<file path="config.mk">
export PLATFORM = sky130hd
export DESIGN_NAME = crc_charge_rationing
export DESIGN_NICKNAME = d
export VERILOG_FILES = /design/src/hdl/crc_pkg.sv /design/src/hdl/crc_charge_rationing.sv
export SDC_FILE = /design/constraint.sdc
export NUM_CORES = 1
export LEC_CHECK = 0
export ABC_AREA = 0
export BUFFER_PORTS_ARGS = -buffer_cell sky130_fd_sc_hd__clkbuf_2
export CORE_MARGIN = 2
export CORE_UTILIZATION = 37
export CTS_BUF_LIST = sky130_fd_sc_hd__clkbuf_4
export DETAILED_ROUTE_END_ITERATION = 6
export SKIP_LAST_GASP = 1
export SYNTH_ARGS = -nofsm -noshare
export SYNTH_HDL_FRONTEND = slang
export SYNTH_SLANG_ARGS = --single-unit
</file>
<file path="constraint.sdc">
create_clock -name sys_clk -period 3.33 [get_ports sys_clk]
set_input_delay 0.333 -clock sys_clk [delete_from_list [all_inputs] [get_ports sys_clk]]
set_output_delay 0.333 -clock sys_clk [all_outputs]
set_load 0.05 [all_outputs]
</file>
<file path="src/hdl/crc_pkg.sv">
// Constants for the charge rationing control block.
// Assumes a plain register port with 32-bit data and one 25 MHz clock.
// Notes on behaviour
// - Rationing_reached_flag and accumulate only in Active state; the code sets the flag on reaching the limit in any power state
// - Below threshold, run normally for any action
// - Attach or removal never resets rationing
// - Removal then attach below limit restarts emulation
// - Action change leaves accumulated charge intact
// - Change before limit is silent until reached
// - Change after limit applies new action at once
// - From ignore: alert, disconnect or sleep steps
// - From report: release, open switch or sleep
// - From report-disconnect: release, re-evaluate or sleep
// - From sleep: re-evaluate, alert, keep switches open
// - Re-evaluate: changed controls enter state, else resume
// - Enable cleared below limit clears accumulated charge
// - Enable cleared after limit: clear flag, release, re-evaluate
// - Reset request zeroes charge, accumulation restarts
// - Reset after limit follows the selected action
// - Reset clears flag, releases alert, maybe re-evaluates
// - Action codes 00 rep, 01 rep-disc, 10 sleep, 11 ignore

package crc_pkg;

	////////////////////////////////////////////////////////////////////////
	localparam int ADDR_W = 8;
	localparam int DATA_W = 32;
	localparam int CHG_W = 16;
	localparam int CTRL_W = 5;

	localparam logic [7:0] OFF_CTRL = 8'h00;
	localparam logic [7:0] OFF_LIMIT = 8'h04;
	localparam logic [7:0] OFF_ACCUM = 8'h08;
	localparam logic [7:0] OFF_STATUS = 8'h0C;

	localparam int CTRL_EN_BIT = 0;
	localparam int CTRL_RST_BIT = 1;
	localparam int CTRL_ACT_LSB = 2;

	localparam int ST_REACHED_BIT = 0;
	localparam int ST_ALERT_BIT = 1;
	localparam int ST_OPEN_BIT = 2;
	localparam int ST_SLEEP_BIT = 3;
	localparam int ST_EMU_BIT = 4;

	////////////////////////////////////////////////////////////////////////
	localparam logic [1:0] ACT_REPORT = 2'h0;
	localparam logic [1:0] ACT_RPT_DISC = 2'h1;
	localparam logic [1:0] ACT_DISC_SLEEP = 2'h2;
	localparam logic [1:0] ACT_IGNORE = 2'h3;

	localparam logic [1:0] ACT_RESET = ACT_RPT_DISC;
	localparam logic [15:0] LIMIT_RESET = 16'hFFFF;
	localparam logic [15:0] ACC_ZERO = 16'h0000;

	typedef enum logic [2:0] {
		ST_IDLE = 3'b001,
		ST_COUNT = 3'b010,
		ST_LIMIT = 3'b100
	} crc_state_t;

endpackage
</file>
<file path="src/hdl/crc_charge_rationing.sv">
// Charge rationing control: accumulates delivered charge, applies the action.
// Assumes synchronous inputs, one-cycle event pulses, and a host on the port.
//
// The placing of the registers and strobed register access were left to the implementer.
`timescale 1ns/100ps
`default_nettype none

module crc_charge_rationing
	import crc_pkg::*;
(
	input wire logic sys_clk,
	input wire logic nrst,
	input wire logic [ADDR_W-1:0] reg_addr,
	input wire logic [DATA_W-1:0] reg_wdata,
	input wire logic reg_wr,
	input wire logic reg_rd,
	output logic [DATA_W-1:0] reg_rdata,
	input wire logic in_active_state,
	input wire logic charge_valid,
	input wire logic [CHG_W-1:0] charge_amount,
	input wire logic attach_event,
	input wire logic removal_event,
	input wire logic mode_select_1,
	input wire logic mode_select_2,
	input wire logic emulation_enable,
	input wire logic detect_select,
	input wire logic port_power_enable,
	output logic alert_out,
	output logic alert_oe_n,
	output logic power_switch_force_open,
	output logic bypass_force_open,
	output logic emulation_remove,
	output logic sleep_request,
	output logic reeval_enter_pulse,
	output logic reeval_resume_pulse,
	output logic emulation_restart_pulse
);

	////////////////////////////////////////////////////////////////////////
	crc_state_t state_q, state_d;
	logic en_q;
	logic rst_req_q;
	logic [1:0] act_q;
	logic [CHG_W-1:0] limit_q;
	logic [CHG_W-1:0] acc_q, acc_d;
	logic [CTRL_W-1:0] snap_q;
	logic removal_seen_q, removal_seen_d;
	logic alert_q, open_q, sleep_q, emu_rm_q;
	logic enter_q, resume_q, restart_q;
	logic [DATA_W-1:0] rdata_q;
	logic reeval;

	////////////////////////////////////////////////////////////////////////
	wire logic ctrl_wr = reg_wr && (reg_addr == OFF_CTRL);
	wire logic limit_wr = reg_wr && (reg_addr == OFF_LIMIT);
	wire logic new_en = reg_wdata[CTRL_EN_BIT];
	wire logic [1:0] new_act = reg_wdata[CTRL_ACT_LSB +: 2];
	wire logic rst_wr = ctrl_wr && reg_wdata[CTRL_RST_BIT];
	wire logic in_idle = (state_q == ST_IDLE);
	wire logic in_count = (state_q == ST_COUNT);
	wire logic in_limit = (state_q == ST_LIMIT);
	wire logic disable_ev = ctrl_wr && !new_en && en_q;
	wire logic act_chg = ctrl_wr && new_en && (new_act != act_q);
	wire logic [1:0] act_d = ctrl_wr ? new_act : act_q;
	wire logic [CTRL_W-1:0] ctrl_vec = {mode_select_1, mode_select_2, emulation_enable,
		detect_select, port_power_enable};
	wire logic ctrl_changed = (ctrl_vec != snap_q);
	wire logic [CHG_W:0] acc_sum = {1'b0, acc_q} + {1'b0, charge_amount};
	wire logic [CHG_W-1:0] acc_sat = acc_sum[CHG_W] ? {CHG_W{1'b1}} : acc_sum[CHG_W-1:0];
	wire logic reached_now = (acc_q >= limit_q);
	wire logic old_disc = (act_q == ACT_RPT_DISC) || (act_q == ACT_DISC_SLEEP);
	wire logic new_disc = (act_d == ACT_RPT_DISC) || (act_d == ACT_DISC_SLEEP);
	// Leaving a disconnecting action back to a live port, or sleep for report-disconnect, needs the controls checked
	wire logic chg_reeval = (old_disc && !new_disc)
		|| ((act_q == ACT_DISC_SLEEP) && (act_d == ACT_RPT_DISC));
	wire logic limit_d = (state_d == ST_LIMIT);

	////////////////////////////////////////////////////////////////////////
	// Next state and accumulator; disable beats reset beats action change
	always_comb begin
		state_d = state_q;
		acc_d = acc_q;
		reeval = 1'b0;
		case (state_q)
			ST_IDLE: begin
				if (rst_req_q) begin
					acc_d = ACC_ZERO;
				end
				if (en_q && !disable_ev) begin
					state_d = ST_COUNT;
				end
			end
			ST_COUNT: begin
				if (disable_ev) begin
					state_d = ST_IDLE;
					acc_d = ACC_ZERO;
				end else if (rst_req_q) begin
					acc_d = ACC_ZERO;
				end else if (reached_now) begin
					state_d = ST_LIMIT;
				end else if (in_active_state && charge_valid) begin
					acc_d = acc_sat;
				end
			end
			ST_LIMIT: begin
				if (disable_ev) begin
					state_d = ST_IDLE;
					reeval = 1'b1;
					if (rst_req_q) begin
						acc_d = ACC_ZERO;
					end
				end else if (rst_req_q) begin
					state_d = ST_COUNT;
					acc_d = ACC_ZERO;
					reeval = old_disc;
				end else if (act_chg) begin
					reeval = chg_reeval;
				end
			end
			default: begin
				state_d = ST_IDLE;
			end
		endcase
	end

	// Removal followed by attach below the limit restarts emulation; count unaffected
	always_comb begin
		removal_seen_d = removal_seen_q;
		if (!in_count) begin
			removal_seen_d = 1'b0;
		end else if (removal_event) begin
			removal_seen_d = 1'b1;
		end else if (attach_event) begin
			removal_seen_d = 1'b0;
		end
	end

	////////////////////////////////////////////////////////////////////////
	always_ff @(posedge sys_clk or negedge nrst) begin
		if (!nrst) begin
			state_q <= ST_IDLE;
			acc_q <= ACC_ZERO;
			removal_seen_q <= 1'b0;
		end else begin
			state_q <= state_d;
			acc_q <= acc_d;
			removal_seen_q <= removal_seen_d;
		end
	end

	// Control register; the reset request lasts one cycle
	always_ff @(posedge sys_clk or negedge nrst) begin
		if (!nrst) begin
			en_q <= 1'b0;
			act_q <= ACT_RESET;
			rst_req_q <= 1'b0;
		end else begin
			if (ctrl_wr) begin
				en_q <= new_en;
				act_q <= new_act;
			end
			rst_req_q <= rst_wr;
		end
	end

	always_ff @(posedge sys_clk or negedge nrst) begin
		if (!nrst) begin
			limit_q <= LIMIT_RESET;
		end else if (limit_wr) begin
			limit_q <= reg_wdata[CHG_W-1:0];
		end
	end

	// Controls seen at the threshold, compared when re-evaluating
	always_ff @(posedge sys_clk or negedge nrst) begin
		if (!nrst) begin
			snap_q <= '0;
		end else if (in_count && (state_d == ST_LIMIT)) begin
			snap_q <= ctrl_vec;
		end
	end

	////////////////////////////////////////////////////////////////////////
	// Outputs follow the action in force while the limit holds
	always_ff @(posedge sys_clk or negedge nrst) begin
		if (!nrst) begin
			alert_q <= 1'b0;
			open_q <= 1'b0;
			sleep_q <= 1'b0;
			emu_rm_q <= 1'b0;
		end else begin
			alert_q <= limit_d && ((act_d == ACT_REPORT) || (act_d == ACT_RPT_DISC));
			open_q <= limit_d && new_disc;
			sleep_q <= limit_d && (act_d == ACT_DISC_SLEEP);
			emu_rm_q <= limit_d && new_disc;
		end
	end

	// Unchanged controls resume the old state with no discharge or restart
	always_ff @(posedge sys_clk or negedge nrst) begin
		if (!nrst) begin
			enter_q <= 1'b0;
			resume_q <= 1'b0;
			restart_q <= 1'b0;
		end else begin
			enter_q <= reeval && ctrl_changed;
			resume_q <= reeval && !ctrl_changed;
			restart_q <= (reeval && ctrl_changed && emulation_enable)
				|| (in_count && removal_seen_q && attach_event);
		end
	end

	////////////////////////////////////////////////////////////////////////
	wire logic [DATA_W-1:0] ctrl_rd = {{(DATA_W-4){1'b0}}, act_q, 1'b0, en_q};
	wire logic [DATA_W-1:0] limit_rd = {{(DATA_W-CHG_W){1'b0}}, limit_q};
	wire logic [DATA_W-1:0] acc_rd = {{(DATA_W-CHG_W){1'b0}}, acc_q};
	wire logic [DATA_W-1:0] stat_rd = {{(DATA_W-5){1'b0}}, emu_rm_q, sleep_q, open_q,
		alert_q, in_limit};
	wire logic [DATA_W-1:0] rd_mux = (reg_addr == OFF_CTRL) ? ctrl_rd :
		(reg_addr == OFF_LIMIT) ? limit_rd :
		(reg_addr == OFF_ACCUM) ? acc_rd :
		(reg_addr == OFF_STATUS) ? stat_rd : '0;

	always_ff @(posedge sys_clk or negedge nrst) begin
		if (!nrst) begin
			rdata_q <= '0;
		end else if (reg_rd) begin
			rdata_q <= rd_mux;
		end
	end

	assign reg_rdata = rdata_q;
	// Open drain: pin pulled low only while alerting
	assign alert_out = 1'b0;
	assign alert_oe_n = !alert_q;
	assign power_switch_force_open = open_q;
	assign bypass_force_open = open_q;
	assign emulation_remove = emu_rm_q;
	assign sleep_request = sleep_q;
	assign reeval_enter_pulse = enter_q;
	assign reeval_resume_pulse = resume_q;
	assign emulation_restart_pulse = restart_q;

	////////////////////////////////////////////////////////////////////////
	AST_ACC_ONLY_ACTIVE: assert property (@(posedge sys_clk) disable iff (!nrst)
		!in_active_state |=> (acc_q == $past(acc_q)) || (acc_q == ACC_ZERO))
		else $error("Charge accumulated outside Active state");

	AST_REACH_SETS_FLAG: assert property (@(posedge sys_clk) disable iff (!nrst)
		in_count && reached_now && !ctrl_wr && !rst_req_q |=> in_limit
			&& (alert_q == ((act_q == ACT_REPORT) || (act_q == ACT_RPT_DISC)))
			&& (open_q == ((act_q == ACT_RPT_DISC) || (act_q == ACT_DISC_SLEEP))))
		else $error("Threshold not taken or wrong switch action");

	AST_RST_SELF_CLEAR: assert property (@(posedge sys_clk) disable iff (!nrst)
		rst_wr ##1 !rst_wr |=> !rst_req_q && (acc_q == ACC_ZERO))
		else $error("Reset request did not clear charge or itself");

	AST_DISABLE_BELOW: assert property (@(posedge sys_clk) disable iff (!nrst)
		in_count && disable_ev |=> in_idle && (acc_q == ACC_ZERO))
		else $error("Disable below limit kept charge");

	AST_DISABLE_AFTER: assert property (@(posedge sys_clk) disable iff (!nrst)
		in_limit && disable_ev |=> !in_limit && !alert_q && (enter_q || resume_q))
		else $error("Disable after limit not handled");

	AST_ACT_KEEPS_ACC: assert property (@(posedge sys_clk) disable iff (!nrst)
		in_limit && act_chg && !rst_req_q |=> $stable(acc_q))
		else $error("Action change disturbed accumulated charge");

	AST_SLEEP_OPENS: assert property (@(posedge sys_clk) disable iff (!nrst)
		sleep_request |-> power_switch_force_open && emulation_remove && !alert_q)
		else $error("Sleep without open switch or with alert");

	AST_REMOVE_ATTACH: assert property (@(posedge sys_clk) disable iff (!nrst)
		in_count && removal_seen_q && attach_event |=> emulation_restart_pulse)
		else $error("Emulation not restarted after removal and attach");

	AST_REPORT_ALERT: assert property (@(posedge sys_clk) disable iff (!nrst)
		in_limit && act_chg && (new_act == ACT_REPORT) && !rst_req_q |=> alert_q && !open_q)
		else $error("Change to report after limit not applied at once");

	AST_RESET_REEVAL: assert property (@(posedge sys_clk) disable iff (!nrst)
		in_limit && rst_req_q && !disable_ev && old_disc |=> (enter_q || resume_q) && !in_limit)
		else $error("Reset after disconnecting action did not re-evaluate");

	AST_QUIET_BELOW: assert property (@(posedge sys_clk) disable iff (!nrst)
		!in_limit |-> alert_oe_n && !power_switch_force_open
			&& !emulation_remove && !sleep_request)
		else $error("Rationing output active below the threshold");

	AST_COUNT_ADDS: assert property (@(posedge sys_clk) disable iff (!nrst)
		in_count && in_active_state && charge_valid && !reached_now && !disable_ev
			&& !rst_req_q |=> (acc_q == $past(acc_q) + $past(charge_amount))
			|| (acc_q == {CHG_W{1'b1}}))
		else $error("Charge not added in Active state");

	AST_COUNT_ACT_KEEPS: assert property (@(posedge sys_clk) disable iff (!nrst)
		in_count && act_chg && !rst_req_q && !(in_active_state && charge_valid)
			|=> $stable(acc_q))
		else $error("Action change below limit disturbed charge");

	AST_EVENT_KEEPS_ACC: assert property (@(posedge sys_clk) disable iff (!nrst)
		(attach_event || removal_event) && !ctrl_wr && !rst_req_q
			&& !(in_active_state && charge_valid) |=> $stable(acc_q))
		else $error("Detection event disturbed charge");

	AST_RST_ZEROES_BELOW: assert property (@(posedge sys_clk) disable iff (!nrst)
		in_count && rst_req_q && !disable_ev |=> in_count && (acc_q == ACC_ZERO))
		else $error("Reset request below limit did not restart from zero");

	AST_RST_AFTER_FREES: assert property (@(posedge sys_clk) disable iff (!nrst)
		in_limit && rst_req_q && !disable_ev
			|=> in_count && alert_oe_n && !power_switch_force_open)
		else $error("Reset after limit kept alert or switch");

	AST_CHG_BEFORE_SILENT: assert property (@(posedge sys_clk) disable iff (!nrst)
		in_count && act_chg && !reached_now && !rst_req_q |=> !in_limit && alert_oe_n)
		else $error("Action change below limit had a visible step");

	AST_TO_IGNORE: assert property (@(posedge sys_clk) disable iff (!nrst)
		in_limit && act_chg && (new_act == ACT_IGNORE) && !rst_req_q
			|=> in_limit && alert_oe_n && !power_switch_force_open && !sleep_request)
		else $error("Change to ignore after limit not applied");

	AST_TO_RPT_DISC: assert property (@(posedge sys_clk) disable iff (!nrst)
		in_limit && act_chg && (new_act == ACT_RPT_DISC) && !rst_req_q
			|=> !alert_oe_n && power_switch_force_open && emulation_remove && !sleep_request)
		else $error("Change to report and disconnect not applied");

	AST_TO_SLEEP: assert property (@(posedge sys_clk) disable iff (!nrst)
		in_limit && act_chg && (new_act == ACT_DISC_SLEEP) && !rst_req_q
			|=> sleep_request && alert_oe_n && power_switch_force_open)
		else $error("Change to disconnect and sleep not applied");

	AST_SLEEP_TO_RPT_DISC: assert property (@(posedge sys_clk) disable iff (!nrst)
		in_limit && act_chg && (act_q == ACT_DISC_SLEEP) && (new_act == ACT_RPT_DISC)
			&& !rst_req_q |=> bypass_force_open && power_switch_force_open
			&& !alert_oe_n && (reeval_enter_pulse || reeval_resume_pulse))
		else $error("Leaving sleep closed a switch or skipped re-evaluation");

	AST_RESUME_NO_RESTART: assert property (@(posedge sys_clk) disable iff (!nrst)
		reeval_resume_pulse |-> !emulation_restart_pulse && !reeval_enter_pulse)
		else $error("Resume restarted emulation");

	AST_ENTER_RESTARTS: assert property (@(posedge sys_clk) disable iff (!nrst)
		reeval_enter_pulse && $past(emulation_enable) |-> emulation_restart_pulse)
		else $error("Changed controls did not restart emulation");

	AST_IDLE_HOLDS_ACC: assert property (@(posedge sys_clk) disable iff (!nrst)
		in_idle && !rst_req_q |=> $stable(acc_q))
		else $error("Charge moved while rationing disabled");

	AST_LIMIT_HOLDS_ACC: assert property (@(posedge sys_clk) disable iff (!nrst)
		in_limit && !rst_req_q |=> $stable(acc_q))
		else $error("Charge moved after the threshold");

endmodule

`default_nettype wire

</file>
==> run_results.csv <==
group,metric,value,unit
status,status,"finished, final reports clean",
finish,drive_gt1_share,28.8,%
finish,n_fill_cell,1212,
finish,regArea,1700,um^2
floorplan,core-area,11900,um^2
logic_synthesis,synth_area_leader_cell,"dfrtp_1",
sta,worstMarginPinSlew,0.899,ns
clock_tree,clk_latency,0.42,ns
drt,ant_nets,0,
critical_path,critical_path_peak_fanout,9,
sta,slew-limit-headroom,39.8,%
clock_tree,cts_buffers,9,
sta,fin_crit,2.90,ns
sta,fmaxAchievable,345,MHz
critical_path,endpoint_kind,"flip-flop",
critical_path,path_cells,"inv_1 -> ha_1 -> a21oi_1 -> o21ai_0 -> a41oi_1 -> or2_2 -> o2111ai_1 -> or2_1 -> buf_4 -> o2bb2ai_2",
logic_synthesis,syn_area,4460,um^2
power_and_ir_drop,leakagePower,2.36,nW
clock_tree,cts_resized,0,
finish,diodes,0,
critical_path,r2r_cells,10,
drt,drt_first_iter_violations,168,
sta,rsz0062_at_grt,"false",
clock_tree,htreeDepth,3,
sta,setup_tns,0,ns
finish,mostFrequentLayoutCells,"clkbuf_2 (76), dfrtp_1 (49), a21oi_1 (42)",
finish,final_common_cell,"clkbuf_2",
placed_design,io_buffers,76,
clock_tree,post-cts-setup-buffer-count,0,
global_route,grt-ovfl-total,0,
global_route,grt_pass1_vias,3506,
logic_synthesis,ys_ff_latch,67,
floorplan,die_h,114,um
placed_design,gp_congestion,0.846,
power_and_ir_drop,p_sw,0.517,mW
logic_synthesis,synth_ff_type,"dfrtp_1",
global_route,grt_max_degree,68,
drt,wl_per_cell,15.3,um
clock_tree,clkTransAtPathRegs,0.11,ns
critical_path,r2r_slack,0.43,ns
clock_tree,clock_path_buffers,2,
power_and_ir_drop,p_clk_share,34.3,%
logic_synthesis,ys_seq_area_share,38.1,%
sta,setup_viol,0,
drt,drcViolationCount,0,
finish,multiInputGateArea,2440,um^2
logic_synthesis,async_flop_share,100,%
sta,finalClockSkew,0.0133,ns
finish,final_area,5040,um^2
job,drv_cap,0,
power_and_ir_drop,switching_share,29.2,%
power_and_ir_drop,pwr-share-seq,48.9,%
drt,firstDrtPassIters,6,
placed_design,placed_area,4880,um^2
critical_path,critPathArrivalTime,3.21,ns
logic_synthesis,yosysWarnings,0,
finish,nets,628,
clock_tree,clockRootBuffer,"clkbuf_4",
logic_synthesis,synth_edf_count,0,
drt,drt_wl_total,10300,um
logic_synthesis,synth.area.top_cells,"dfrtp_1 (27%), dfstp_2 (11%), ha_1 (9.8%), mux2_2 (5.5%), a21oi_1 (4.7%)",
power_and_ir_drop,pwr-share-comb,16.8,%
critical_path,startpoint_type,"flip-flop",
logic_synthesis,synth.top_cell.area_share,27.5,%
power_and_ir_drop,internal_power,1.25,mW
floorplan,die_w,114,um
clock_tree,clock-sinks,67,
clock_tree,cts_hold_repair.buffers,0,
critical_path,cp_slowest_cell,"dfstp_2",
floorplan,start_util,37.5,%
global_route,grt_pass1_wl,17300,um
floorplan,die_area,13000,um^2
logic_synthesis,synth.avg_cell_area,9.96,um^2
global_route,grt_usage,17.2,%
drt,num_vias,3518,
placed_design,hpwl,8040,um
clock_tree,cts_tree,"built",
power_and_ir_drop,power_per_cell_area,351,nW/um^2
sta,drv_slew,0,
critical_path,worstPathRequired,3.64,ns
critical_path,critPathMaxStageDelay,0.56,ns
sta,min_period_over_period,87.1,%
floorplan,rows,40,
drt,viasPerCell,5.21,
sta,finalHoldViolCount,0,
floorplan,pin_count,110,
power_and_ir_drop,max-vdd-ir-drop,0.259,mV
finish,syn_to_final_growth,12.9,%
worst_hold_path,hold_class,"input pin to asynchronous set/reset pin",
logic_synthesis,syn-instance-count,448,
logic_synthesis,ys_types,57,
critical_path,crit_type,"flip-flop to flip-flop",
global_route,antenna_found_initial,0,
==> kinds of logic (layout without fill, tap and decap cells) <==
family	after synthesis	in the layout	share of synthesized area, %
AO/OA/AOI/OAI	124	124	19.6
other	1	17	0.0840
XOR/XNOR	17	17	3.34
adder cells (fa/ha/maj)	36	36	10.3
multiplexers	26	26	7.48
flip-flops	67	67	38.1
AND/OR/NAND/NOR	109	109	12.6
buffers and inverters	68	132	8.52
==> area by class of cell <==
cell class                 instances  share of cell area (%)
clock buffer                      10                    1.49
clock inverter                     6                    1.59
inverter                          33                    2.46
multi-input combinational        329                    48.5
sequential                        67                    33.7
tap                              147                    3.65
timing repair buffer              83                    8.59
==> routing by layer <==
metal | GRT usage (%) | part of all wire (%) | vias up
met2 | 28.9 | 50 | 88
met3 | 4.14 | 3.8 | 8
met4 | 5.45 | 1.1 | 0
met5 | 0 | 0 | -
li1 | - | - | 1738
met1 | 21.9 | 45 | 1684
==> flip-flops by register name, indices dropped and copies added (netlist names), 2 cells and up <==
| name | count |
|---|---|
| snap_q | 5 |
| limit_q | 16 |
| act_q | 2 |
| reg_rdata | 16 |
| acc_q | 16 |
| state_q | 3 |
==> path summary, 6_finish.rpt <==
path,startpoint,endpoint
worst max-delay path,limit_q[9],acc_q[9]
min in group sys_clk,reg_wdata[1],rst_req_q
worst min-delay path,nrst,snap_q[4]
worst min register to register,snap_q[1],snap_q[1]
max in group asynchronous,nrst,acc_q[10]
worst max register to register,limit_q[9],acc_q[9]
==> Yosys cell counts (5+ instances only) <==
library cell / n
dfrtp_1: 49
a21oi_1: 42
ha_1: 35
inv_1: 33
nor2_1: 27
mux2_2: 22
buf_4: 21
nand2_1: 19
dfstp_2: 18
o21ai_0: 16
a22oi_1: 15
nor3_1: 14
nand3_1: 13
o2bb2ai_2: 10
clkbuf_1: 9
xnor2_1: 9
xor2_1: 8
a21o_1: 6
nand2b_1: 6
o21a_1: 5
o2bb2ai_1: 5
==> worst max-delay path, delay by kind of cell, from the launching register on <==
| family | cells | cell delay [ns] |
|---|---|---|
| buffers and inverters | 2 | 0.30 |
| and+or+nand+nor | 2 | 0.72 |
| AOI/OAI and AO/OA | 5 | 0.94 |
| DFF | 1 | 0.56 |
| adders and majority gates | 1 | 0.29 |
==> stage by stage <==
| step | util [%] | total power, mW | instances | hold WS [ns] | worst slack [ns] |
|---|---|---|---|---|---|
| 2_1_floorplan | - | 1.10 | 464 | 0.0374 | 0.755 |
| 3_3_place_gp | 41.0 | 1.17 | 659 | 0.498 | 0.423 |
| 3_5_place_dp | 41.0 | 1.18 | 659 | 0.510 | 0.398 |
| 4_1_cts | 42.3 | 1.80 | 675 | 0.101 | 0.386 |
| 5_1_grt | 42.3 | 1.88 | 675 | 0.0924 | 0.207 |
| 6_report | 42.3 | 1.77 | 675 | 0.0963 | 0.431 |
==> power by group through the flow <==
stage                     combinational, mW  sequential (mW)  clock, mW
after detailed placement              0.300            0.881          0
after global placement                0.294            0.879          0
after global routing                  0.332            0.870      0.674
after CTS                             0.301            0.866      0.628
final                                 0.298            0.866      0.607
after floorplan                       0.190            0.908          0
No activity file was read; power rests on OpenSTA's default activity.
